File: src/rx_timing_pkg.sv
// Package with register map, field layout and timing constants of the receive timing bank.
`default_nettype none
package rx_timing_pkg;
  localparam logic [7:0] ADDR_FREQ_CORR_HIGH = 8'h1B;
  localparam logic [7:0] ADDR_FREQ_CORR_LOW = 8'h1C;
  localparam logic [7:0] ADDR_FREQ_ERR_HIGH = 8'h1D;
  localparam logic [7:0] ADDR_FREQ_ERR_LOW = 8'h1E;
  localparam logic [7:0] ADDR_PREAMBLE_CFG = 8'h1F;
  localparam logic [7:0] ADDR_RSSI_WAIT = 8'h20;
  localparam logic [7:0] ADDR_PREAMBLE_WAIT = 8'h21;
  localparam logic [7:0] ADDR_SYNC_WAIT = 8'h22;
  localparam logic [7:0] ADDR_RESTART_DELAY = 8'h23;
  localparam logic [7:0] ADDR_OSC_CTRL = 8'h24;
  localparam logic [7:0] ADDR_IRQ_STATUS = 8'h30;
  localparam logic [7:0] ADDR_IRQ_CLEAR = 8'h31;
  localparam logic [7:0] ADDR_IRQ_ENABLE = 8'h32;
  localparam logic [7:0] ADDR_RX_CONTROL = 8'h33;
  localparam logic [7:0] RST_FREQ_CORR = 8'h00;
  localparam logic [7:0] RST_PREAMBLE_CFG = 8'hAA;
  localparam logic [7:0] RST_TIMEOUT = 8'h00;
  localparam logic [2:0] RST_CLOCK_SEL = 3'h7;
  localparam int PRE_ENABLE_BIT = 7;
  localparam int PRE_LEN_MSB = 6;
  localparam int PRE_LEN_LSB = 5;
  localparam int PRE_TOL_MSB = 4;
  localparam int RC_CAL_BIT = 3;
  localparam int IRQ_PREAMBLE = 0;
  localparam int IRQ_TIMEOUT = 1;
  localparam int IRQ_RESTART = 2;
  localparam int IRQ_RC_CAL = 3;
  localparam int TIMEOUT_BIT_MULT = 16;
  localparam int RESTART_BIT_MULT = 4;
  localparam int CHIPS_PER_BIT = 4;
  localparam logic [2:0] CLK_SEL_RC = 3'h6;
  localparam logic [2:0] CLK_SEL_OFF = 3'h7;
  localparam int CLK_FREQ_HZ = 100000000;
  localparam int RC_CAL_TIME_US = 1;
  localparam int RC_CAL_CYCLES = (CLK_FREQ_HZ / 1000000) * RC_CAL_TIME_US;
  typedef enum logic [1:0] {
    RX_IDLE = 2'b00,
    RX_WAIT = 2'b01,
    RX_DELAY = 2'b11
  } rx_state_t;
endpackage
`default_nettype wire
File: src/rx_timing_afc_clock_output_pin_regs.sv
// Receive timing, frequency correction, preamble detect and clock output register bank.
//
// Implementation choice: the Wishbone slave port.
`default_nettype none
module rx_timing_afc_clock_output_pin_regs
  import rx_timing_pkg::*;
(
  // Clock and reset.
  input wire logic clk_i,
  input wire logic rst_i,
  // Wishbone slave.
  input wire logic cyc_i,
  input wire logic stb_i,
  input wire logic we_i,
  input wire logic [7:0] adr_i,
  input wire logic [0:0] sel_i,
  input wire logic [7:0] dat_i,
  output logic [7:0] dat_o,
  output logic ack_o,
  // Receiver events, same clock; rc_osc_clk_i is asynchronous and synchronised inside.
  input wire logic rx_mode_entry_i,
  input wire logic rx_mode_i,
  input wire logic bit_tick_i,
  input wire logic preamble_bit_i,
  input wire logic preamble_bit_valid_i,
  input wire logic [2:0] chip_errors_i,
  input wire logic rssi_event_i,
  input wire logic sync_match_event_i,
  input wire logic agc_phase_i,
  input wire logic agc_preamble_enable_i,
  input wire logic packet_done_i,
  input wire logic [15:0] freq_error_value_i,
  input wire logic rc_osc_clk_i,
  // Outputs.
  output logic [15:0] freq_correction_value_o,
  output logic preamble_detect_active_o,
  output logic preamble_event_o,
  output logic timeout_event_o,
  output logic rx_restart_o,
  output logic rc_osc_calibrate_trigger_o,
  output logic clock_output_pin_o,
  output logic irq_o
);
  import rx_timing_pkg::*;

  // ----------------------------------------
  // Register storage and bus decode
  // ----------------------------------------
  logic [7:0] corr_high;
  logic [7:0] corr_low;
  logic [7:0] err_low_hold;
  logic [7:0] preamble_cfg;
  logic [7:0] rssi_wait_limit;
  logic [7:0] preamble_wait_limit;
  logic [7:0] sync_wait_limit;
  logic [7:0] restart_wait_count;
  logic [2:0] clock_output_select;
  logic [3:0] irq_status;
  logic [3:0] irq_enable;
  logic auto_restart_en;
  logic [3:0] irq_set;
  logic rc_osc_s1;
  logic rc_osc_s2;
  logic [7:0] next_dat;
  logic bus_req;
  logic wr_en;
  logic rd_en;

  assign bus_req = cyc_i && stb_i && !ack_o;
  assign wr_en = bus_req && we_i && sel_i[0];
  assign rd_en = bus_req && !we_i;

  always_ff @(posedge clk_i) begin
    if (rst_i) begin
      ack_o <= 1'b0;
    end else begin
      ack_o <= bus_req;
    end
  end

  always_ff @(posedge clk_i) begin
    if (rst_i) begin
      corr_high <= RST_FREQ_CORR;
      corr_low <= RST_FREQ_CORR;
    end else if (wr_en && adr_i == ADDR_FREQ_CORR_HIGH) begin
      corr_high <= dat_i;
    end else if (wr_en && adr_i == ADDR_FREQ_CORR_LOW) begin
      corr_low <= dat_i;
    end
  end

  always_ff @(posedge clk_i) begin
    if (rst_i) begin
      freq_correction_value_o <= {RST_FREQ_CORR, RST_FREQ_CORR};
    end else begin
      freq_correction_value_o <= {corr_high, corr_low};
    end
  end

  always_ff @(posedge clk_i) begin
    if (rst_i) begin
      preamble_cfg <= RST_PREAMBLE_CFG;
      rssi_wait_limit <= RST_TIMEOUT;
      preamble_wait_limit <= RST_TIMEOUT;
      sync_wait_limit <= RST_TIMEOUT;
      restart_wait_count <= RST_TIMEOUT;
      clock_output_select <= RST_CLOCK_SEL;
      irq_enable <= 4'h0;
      auto_restart_en <= 1'b0;
    end else if (wr_en) begin
      case (adr_i)
        ADDR_PREAMBLE_CFG: preamble_cfg <= dat_i;
        ADDR_RSSI_WAIT: rssi_wait_limit <= dat_i;
        ADDR_PREAMBLE_WAIT: preamble_wait_limit <= dat_i;
        ADDR_SYNC_WAIT: sync_wait_limit <= dat_i;
        ADDR_RESTART_DELAY: restart_wait_count <= dat_i;
        ADDR_OSC_CTRL: clock_output_select <= dat_i[2:0];
        ADDR_IRQ_ENABLE: irq_enable <= dat_i[3:0];
        ADDR_RX_CONTROL: auto_restart_en <= dat_i[0];
        default: ;
      endcase
    end
  end

  always_ff @(posedge clk_i) begin
    if (rst_i) begin
      err_low_hold <= 8'h00;
    end else if (rd_en && adr_i == ADDR_FREQ_ERR_HIGH) begin
      err_low_hold <= freq_error_value_i[7:0];
    end
  end

  always_comb begin
    next_dat = 8'h00;
    case (adr_i)
      ADDR_FREQ_CORR_HIGH: next_dat = corr_high;
      ADDR_FREQ_CORR_LOW: next_dat = corr_low;
      ADDR_FREQ_ERR_HIGH: next_dat = freq_error_value_i[15:8];
      ADDR_FREQ_ERR_LOW: next_dat = err_low_hold;
      ADDR_PREAMBLE_CFG: next_dat = preamble_cfg;
      ADDR_RSSI_WAIT: next_dat = rssi_wait_limit;
      ADDR_PREAMBLE_WAIT: next_dat = preamble_wait_limit;
      ADDR_SYNC_WAIT: next_dat = sync_wait_limit;
      ADDR_RESTART_DELAY: next_dat = restart_wait_count;
      ADDR_OSC_CTRL: next_dat = {5'h00, clock_output_select};
      ADDR_IRQ_STATUS: next_dat = {4'h0, irq_status};
      ADDR_IRQ_ENABLE: next_dat = {4'h0, irq_enable};
      ADDR_RX_CONTROL: next_dat = {7'h00, auto_restart_en};
      default: next_dat = 8'h00;
    endcase
  end

  always_ff @(posedge clk_i) begin
    if (rst_i) begin
      dat_o <= 8'h00;
    end else if (rd_en) begin
      dat_o <= next_dat;
    end
  end

  // ----------------------------------------
  // Preamble detector
  // ----------------------------------------
  logic detect_on;
  logic [4:0] bit_count;
  logic [5:0] err_count;
  logic [4:0] bits_needed;
  logic [5:0] next_err;

  assign detect_on = agc_phase_i ? agc_preamble_enable_i : preamble_cfg[PRE_ENABLE_BIT];
  assign bits_needed = {preamble_cfg[PRE_LEN_MSB:PRE_LEN_LSB] + 2'd1, 3'b000};
  assign next_err = err_count + {3'b000, chip_errors_i};

  always_ff @(posedge clk_i) begin
    if (rst_i) begin
      preamble_detect_active_o <= 1'b0;
    end else begin
      preamble_detect_active_o <= detect_on && rx_mode_i;
    end
  end

  always_ff @(posedge clk_i) begin
    if (rst_i) begin
      bit_count <= 5'h00;
      err_count <= 6'h00;
      preamble_event_o <= 1'b0;
    end else begin
      preamble_event_o <= 1'b0;
      if (!detect_on || !rx_mode_i || rx_mode_entry_i ||
          preamble_cfg[PRE_LEN_MSB:PRE_LEN_LSB] == 2'b11) begin
        bit_count <= 5'h00;
        err_count <= 6'h00;
      end else if (preamble_bit_valid_i) begin
        if (!preamble_bit_i ||
            next_err > {1'b0, preamble_cfg[PRE_TOL_MSB:0]}) begin
          bit_count <= 5'h00;
          err_count <= 6'h00;
        end else if (bit_count + 5'd1 == bits_needed) begin
          preamble_event_o <= 1'b1;
          bit_count <= 5'h00;
          err_count <= 6'h00;
        end else begin
          bit_count <= bit_count + 5'd1;
          err_count <= next_err;
        end
      end
    end
  end

  // ----------------------------------------
  // Receive timeouts and restart delay
  // ----------------------------------------
  logic [11:0] rx_bits;
  logic rssi_seen;
  logic preamble_seen;
  logic sync_seen;
  rx_state_t rx_state;
  logic [9:0] delay_bits;
  logic timeout_hit;

  assign timeout_hit = bit_tick_i && (
    (rssi_wait_limit != 8'h00 && !rssi_seen &&
     rx_bits + 12'd1 == 12'(rssi_wait_limit * TIMEOUT_BIT_MULT)) ||
    (preamble_wait_limit != 8'h00 && !preamble_seen &&
     rx_bits + 12'd1 == 12'(preamble_wait_limit * TIMEOUT_BIT_MULT)) ||
    (sync_wait_limit != 8'h00 && !sync_seen &&
     rx_bits + 12'd1 == 12'(sync_wait_limit * TIMEOUT_BIT_MULT)));

  always_ff @(posedge clk_i) begin
    if (rst_i) begin
      rx_bits <= 12'h000;
      rssi_seen <= 1'b0;
      preamble_seen <= 1'b0;
      sync_seen <= 1'b0;
      timeout_event_o <= 1'b0;
    end else if (rx_mode_entry_i || !rx_mode_i) begin
      rx_bits <= 12'h000;
      rssi_seen <= 1'b0;
      preamble_seen <= 1'b0;
      sync_seen <= 1'b0;
      timeout_event_o <= 1'b0;
    end else begin
      timeout_event_o <= timeout_hit;
      if (bit_tick_i && rx_bits != 12'hFFF) begin
        rx_bits <= rx_bits + 12'd1;
      end
      rssi_seen <= rssi_seen || rssi_event_i;
      preamble_seen <= preamble_seen || preamble_event_o;
      sync_seen <= sync_seen || sync_match_event_i;
    end
  end

  always_ff @(posedge clk_i) begin
    if (rst_i) begin
      rx_state <= RX_IDLE;
      delay_bits <= 10'h000;
      rx_restart_o <= 1'b0;
    end else begin
      rx_restart_o <= 1'b0;
      case (rx_state)
        RX_IDLE: begin
          if (auto_restart_en && rx_mode_i) begin
            rx_state <= RX_WAIT;
          end
        end
        RX_WAIT: begin
          if (!rx_mode_i) begin
            rx_state <= RX_IDLE;
          end else if (packet_done_i) begin
            delay_bits <= 10'h000;
            rx_state <= RX_DELAY;
          end
        end
        RX_DELAY: begin
          if (delay_bits == 10'(restart_wait_count * RESTART_BIT_MULT)) begin
            rx_restart_o <= 1'b1;
            rx_state <= RX_IDLE;
          end else if (bit_tick_i) begin
            delay_bits <= delay_bits + 10'd1;
          end
        end
        default: rx_state <= RX_IDLE;
      endcase
    end
  end

  // ----------------------------------------
  // RC calibration and clock output
  // ----------------------------------------
  logic [6:0] cal_count;
  logic [4:0] div_count;
  logic next_clk_out;

  always_ff @(posedge clk_i) begin
    if (rst_i) begin
      rc_osc_calibrate_trigger_o <= 1'b0;
      cal_count <= 7'h00;
    end else begin
      rc_osc_calibrate_trigger_o <= wr_en && adr_i == ADDR_OSC_CTRL && dat_i[RC_CAL_BIT];
      if (rc_osc_calibrate_trigger_o) begin
        cal_count <= 7'(RC_CAL_CYCLES);
      end else if (cal_count != 7'h00) begin
        cal_count <= cal_count - 7'd1;
      end
    end
  end

  always_ff @(posedge clk_i) begin
    if (rst_i) begin
      rc_osc_s1 <= 1'b0;
      rc_osc_s2 <= 1'b0;
      div_count <= 5'h00;
    end else begin
      rc_osc_s1 <= rc_osc_clk_i;
      rc_osc_s2 <= rc_osc_s1;
      div_count <= div_count + 5'd1;
    end
  end

  always_comb begin
    next_clk_out = 1'b0;
    case (clock_output_select)
      3'h0: next_clk_out = ~clock_output_pin_o;
      3'h1: next_clk_out = div_count[0];
      3'h2: next_clk_out = div_count[1];
      3'h3: next_clk_out = div_count[2];
      3'h4: next_clk_out = div_count[3];
      3'h5: next_clk_out = div_count[4];
      CLK_SEL_RC: next_clk_out = rc_osc_s2;
      CLK_SEL_OFF: next_clk_out = 1'b0;
      default: next_clk_out = 1'b0;
    endcase
  end

  always_ff @(posedge clk_i) begin
    if (rst_i) begin
      clock_output_pin_o <= 1'b0;
    end else begin
      clock_output_pin_o <= next_clk_out;
    end
  end

  // ----------------------------------------
  // Interrupts
  // ----------------------------------------
  assign irq_set = {rc_osc_calibrate_trigger_o && cal_count == 7'h00 ? 1'b0 :
                    cal_count == 7'd1, rx_restart_o, timeout_event_o, preamble_event_o};

  always_ff @(posedge clk_i) begin
    if (rst_i) begin
      irq_status <= 4'h0;
    end else if (wr_en && adr_i == ADDR_IRQ_CLEAR) begin
      irq_status <= (irq_status & ~dat_i[3:0]) | irq_set;
    end else begin
      irq_status <= irq_status | irq_set;
    end
  end

  always_ff @(posedge clk_i) begin
    if (rst_i) begin
      irq_o <= 1'b0;
    end else begin
      irq_o <= |(irq_status & irq_enable);
    end
  end
endmodule
`default_nettype wire

File: config.mk
export PLATFORM = sky130hd
export DESIGN_NAME = rx_timing_afc_clock_output_pin_regs
export DESIGN_NICKNAME = d
export VERILOG_FILES = /design/src/rx_timing_pkg.sv /design/src/rx_timing_afc_clock_output_pin_regs.sv
export SDC_FILE = /design/constraint.sdc
export NUM_CORES = 1
export LEC_CHECK = 0
export BUFFER_PORTS_ARGS = -buffer_cell sky130_fd_sc_hd__buf_2
export CAP_MARGIN = 20
export CELL_PAD_IN_SITES_DETAIL_PLACEMENT = 0
export CELL_PAD_IN_SITES_GLOBAL_PLACEMENT = 1
export CORE_MARGIN = 2
export CORE_UTILIZATION = 35
export CTS_BUF_LIST = sky130_fd_sc_hd__clkbuf_8
export CTS_CLUSTER_DIAMETER = 200
export DETAILED_ROUTE_END_ITERATION = 10
export PLACE_DENSITY_LB_ADDON = 0.12
export SLEW_MARGIN = 5
export SYNTH_ARGS = -nofsm -noshare
export SYNTH_HDL_FRONTEND = slang
export SYNTH_SLANG_ARGS = --single-unit
File: constraint.sdc
create_clock -name clk_i -period 2.7 [get_ports clk_i]
set_input_delay 0.405 -clock clk_i [delete_from_list [all_inputs] [get_ports clk_i]]
set_output_delay 0.405 -clock clk_i [all_outputs]
set_load 0.01 [all_outputs]
# After elaboration in Yosys (flattened, before gate mapping)
# Cells that the tools add are included.
# totals
inputBits	52
elab_cells	179
output_inout_bits	32
ff_bits	160
# op_classes
n_reduce_logical	66
n_addsub	7
magnitude_cmp	1
eq_ne	38
bitwise	9
n_mux	23
# op_table
operator	count
$pmux 8 s13	1
$eq 8x6->1 const B	9
$eq 8x5->1 const B	5
$mux 10	4
$eq 12x12->1	3
$reduce_bool 8->1	3
$logic_and 1x1->1	22
$pmux 10 s2	1
$reduce_and 2->1	9
$mux 7	2
$add 12x1->12 const B	1
$eq 3x3->1 const B	4
$mux 6	2
$ne 12x12->1 const B	1
$ne 2x2->1 const B	6
$add 10x1->10 const B	1
$add 5x1->5 const B	2
$eq 10x10->1	1
$logic_or 1x1->1	10
$mux 5	2
$and 4x4->4	2
$logic_not 1->1	8
$mux 2	4
$or 4x4->4	2
other kinds (26)	39

# Longest topological paths before layout
# logic_depth
word_depth	7
ltp_mapped	13
depth_no_buf	12

# Worst setup path before layout
# Ideal clock, no wire load.
# synth_timing
kind	input to register
startpoint	input chip_errors_i[0]
endpoint	register err_count[3]
t_arrival_ps	2671
t_required_ps	2638
n_path_buf	1
path_stages	13
path_slack_ps	-33
cell_sequence	ha_1 -> fa_1 -> a21o_1 -> nand2_1 -> xnor2_1 -> ha_1 -> o21a_1 -> o22ai_1 -> a21oi_1 -> nor4b_1 -> buf_2 -> nand4_1 -> nand3_1
# synth_via
elab_chain_cells	4
word_cells_on_any_way	5
# synth_rtl
element	line	source
from (decl)	rx_timing_afc_clock_output_pin_regs.sv:26	input wire logic [2:0] chip_errors_i,
$add 6x3->6 *	rx_timing_afc_clock_output_pin_regs.sv:172	assign next_err = err_count + {3'b000, chip_errors_i};
$gt 6x5->1	rx_timing_afc_clock_output_pin_regs.sv:195	next_err > {1'b0, preamble_cfg[PRE_TOL_MSB:0]}) begin
$logic_or 1x1->1	rx_timing_afc_clock_output_pin_regs.sv:194	if (!preamble_bit_i ||
$mux 6 *	rx_timing_afc_clock_output_pin_regs.sv:194	
to (signal assigned)	rx_timing_afc_clock_output_pin_regs.sv:204	err_count <= next_err;
to (decl)	rx_timing_afc_clock_output_pin_regs.sv:166	logic [5:0] err_count;
# Every way passes the cells marked *; elsewhere a longest branch is shown, timed or not.
# A chain may end at the register's enable or synchronous reset.

# Worst setup path in the final report
# layout_timing
startpoint	register err_count[0]
endpoint	register err_count[0]
# layout_via
elab_chain_cells	4
word_cells_on_any_way	5
# layout_rtl
element	line
$add 6x3->6 *	rx_timing_afc_clock_output_pin_regs.sv:172
$gt 6x5->1	rx_timing_afc_clock_output_pin_regs.sv:195
$logic_or 1x1->1	rx_timing_afc_clock_output_pin_regs.sv:194
$mux 6 *	rx_timing_afc_clock_output_pin_regs.sv:194
# Marks and branches as above.

==> run summary <==
Crit Path Max Fanout: 6
register bit total from synthesis: 160
Synth Net Count: 966
drt initial violations: 330
Remaining DRCs: 0
clk_lat worst skew: 0.46 ns
fraction of layout cells with a size suffix above 1: 19.7%
Post-Syn Area: 7860 um2
final instance area: 9190 um2
worst r2r src: err_count[0]
CTS H-Tree Depth: 4
Initial Util: 35.8%
R2R Setup Slk: 0.15 ns
largest net degree at the start of global routing: 86
internal power: 3360 uW
Tcrit/Tclk final: 94.4%
Ports: 84
P_sw: 1310 uW
Setup TNS Final: 0 ns
sequential cell area fraction in the yosys report: 40.7%
Synth area leaders: dfxtp_1 41%, nand2_1 4.7%, mux2i_1 4.5%, a21oi_1 4.2%, nor2_1 4.1%
WHS Path Cells: 3
Row Count: 54
RSZ-0062 raised after global routing: true
top cell type's share of synthesized area: 40.7%
Vias: 6687
Placed Area: 8720 um2
max-cap viol count: 0
final setup fails: 0
R2R cell count: 13
global-route wire length before repair: 36900 um
Die Height: 154 um
CTS tree: done
sequential share of power: 52.6%
Cell Pwr Density: 509 nW/um2
Crit Path Class: flip-flop to flip-flop
Synth Instances: 894
Top FF cell, synth: dfxtp_1
dominant cell type by area after synthesis: dfxtp_1
GRT Overall Usage: 20.1%
Ant. Diodes: 0
area delta synth->final: 16.9%
initial antenna violation count: 0
yosys warns: 0
Die Area: 23700 um2
Root Driver: clkbuf_8
Final WS setup: 0.150 ns
GP Congestion: 0.785
post-detailed-placement half-perimeter wirelength: 16800 um
fmax: 392 MHz
Via density: 5.23
Final ANT Viol Nets: 0
combinational share of power: 10.0%
GRT Residual Overflow: 0
DRT Pass-1 Iters: 5
hold_ws: 0.158 ns
switching part of the total: 28.1%
Worst Hold End: sync_seen
Final Hold Fails: 0
wirelength, routed: 23500 um
peak supply drop: 0.000306 V
final slew viol count: 0
Max transition margin: 36.9%
worst slew pin tran: 0.946 ns
Longest Clk Path Bufs: 2
clk slew on worst S/H paths: 0.10 ns
hold path start: sync_match_event_i
status: finished, final reports clean
Cell variety after synth: 74
routed wire length per instance: 18.4 um
Setup WS pre-CTS: -0.172 ns
critical path endpoint category: flip-flop
vias in the first global route: 6458
number of synthesized flops with an enable pin: 0
Final Skew: 0.0146 ns
Period minus WS final: 2.55 ns
clock sink count: 160
final net count: 1057
mean area per synthesized cell: 8.79 um2
RR Endpoint: err_count[0]
hold_buf cts: 0
CTS buffer count: 17
leakage power: 0.00360 uW
Critical Path Source Type: flip-flop
I/O Buffers: 83
number of fill cells: 2261
asr flop ratio synth: 0%
Clk pwr share: 37.4%
WP data required: 3.10 ns
worst min-delay path class: input port to flip-flop
Critical Path AT: 2.95 ns
Die Wd: 154 um
CORE AREA: 22000 um2
## registers in the layout (all words and copies together), names as in the netlist, 8 cells and up
register and count:
freq_correction_value_o 16, rx_bits 12, delay_bits 10, corr_high 8, corr_low 8, dat_o 8, err_low_hold 8, preamble_cfg 8
preamble_wait_limit 8, restart_wait_count 8, rssi_wait_limit 8, sync_wait_limit 8
## worst max path at each step
stage,slack (ns),cells past startpoint,endpoint,startpoint
2_1_floorplan,0.07,13,err_count[3],chip_errors_i[0]
6_report,0.15,13,err_count[0],err_count[0]
3_5_place_dp,-0.17,14,bit_count[3],chip_errors_i[0]
5_1_grt,-0.05,13,bit_count[3],err_count[0]
3_3_place_gp,-0.08,14,err_count[0],chip_errors_i[0]
4_1_cts,0.02,13,bit_count[3],err_count[0]
## cell usage in the layout (no fill, tap or decap), types with 25 or more instances in the layout
cell	Yosys	routed
mux2i_1	35	35
buf_2	12	82
xnor2_1	27	26
nor2b_1	29	29
nand3_1	42	42
nand2_1	99	97
a21oi_1	66	63
inv_1	25	25
xor2_1	29	29
dfxtp_1	160	159
nor2_1	85	84
buf_4	3	44
## stage by stage
step / std cells / total power (uW) / util, %
after floorplan: 894 / 2820 / -
after global placement: 1242 / 2980 / 39.7
after detailed placement: 1242 / 2980 / 39.7
after CTS: 1274 / 4730 / 41.4
after global routing: 1278 / 4910 / 41.9
final: 1278 / 4670 / 41.9
## routing by layer
layer / vias up / routed length, um / GRT usage [%]
li1: 3360 / - / -
met1: 3208 / 11800 / 28.9
met2: 105 / 10700 / 31.4
met3: 14 / 757 / 3.49
met4: 0 / 303 / 5.25
met5: - / 0 / 0
## worst max-delay path: stages, from the launching register on
cell,delay [ns]
dfxtp_2,0.36
ha_4,0.16
fa_2,0.33
a21o_1,0.17
nand2_2,0.08
xnor2_2,0.12
ha_1,0.26
o21a_1,0.12
o22ai_2,0.12
a21oi_2,0.06
nor4b_2,0.32
buf_4,0.20
nand2_2,0.06
o21ai_1,0.13
## area by class of cell
type                    instances  area, um2  area share [%]
multi-input cells             654       4410            48.0
flip-flops and latches        160       3200            34.9
repair buffers                127        752            8.18
well taps                     280        350            3.81
clock buffers                  18        248            2.69
clock inverters                14        130            1.42
inverters                      25       93.8            1.02
## cell usage after synthesis, types with 13 or more instances
library cell / count
a21oi_1: 66
clkbuf_1: 38
dfxtp_1: 160
ha_1: 19
inv_1: 25
mux2i_1: 35
nand2_1: 99
nand3_1: 42
nand4_1: 13
nor2_1: 85
nor2b_1: 29
nor3_1: 17
o21ai_0: 16
xnor2_1: 27
xor2_1: 29
## cells by family (layout without fill, tap and decap cells)
| logic type | after synthesis | after routing | share of synthesized area [%] |
|---|---|---|---|
| XOR/XNOR | 61 | 61 | 7.69 |
| buffers and inverters | 80 | 184 | 4.15 |
| adder cells (fa/ha/maj) | 20 | 20 | 3.28 |
| AND/OR/NAND/NOR | 353 | 353 | 22.9 |
| flip-flops | 160 | 160 | 40.7 |
| multiplexers | 45 | 45 | 6.32 |
| AO/OA/AOI/OAI | 175 | 175 | 14.9 |
## power groups by stage
stage	Clock [uW]	Combinational, uW	Sequential [uW]
4_1_cts	1810	467	2460
2_1_floorplan	0	320	2500
3_3_place_gp	0	469	2510
5_1_grt	1920	522	2470
3_5_place_dp	0	464	2510
6_report	1750	467	2460
## repair_timing
action	in CTS	in global routing
resized for setup	0	17
endpoints found under the setup margin	0	11
buffers inserted	0	4
hold endpoints to repair	0	0
(Power assumes the default switching activity.)
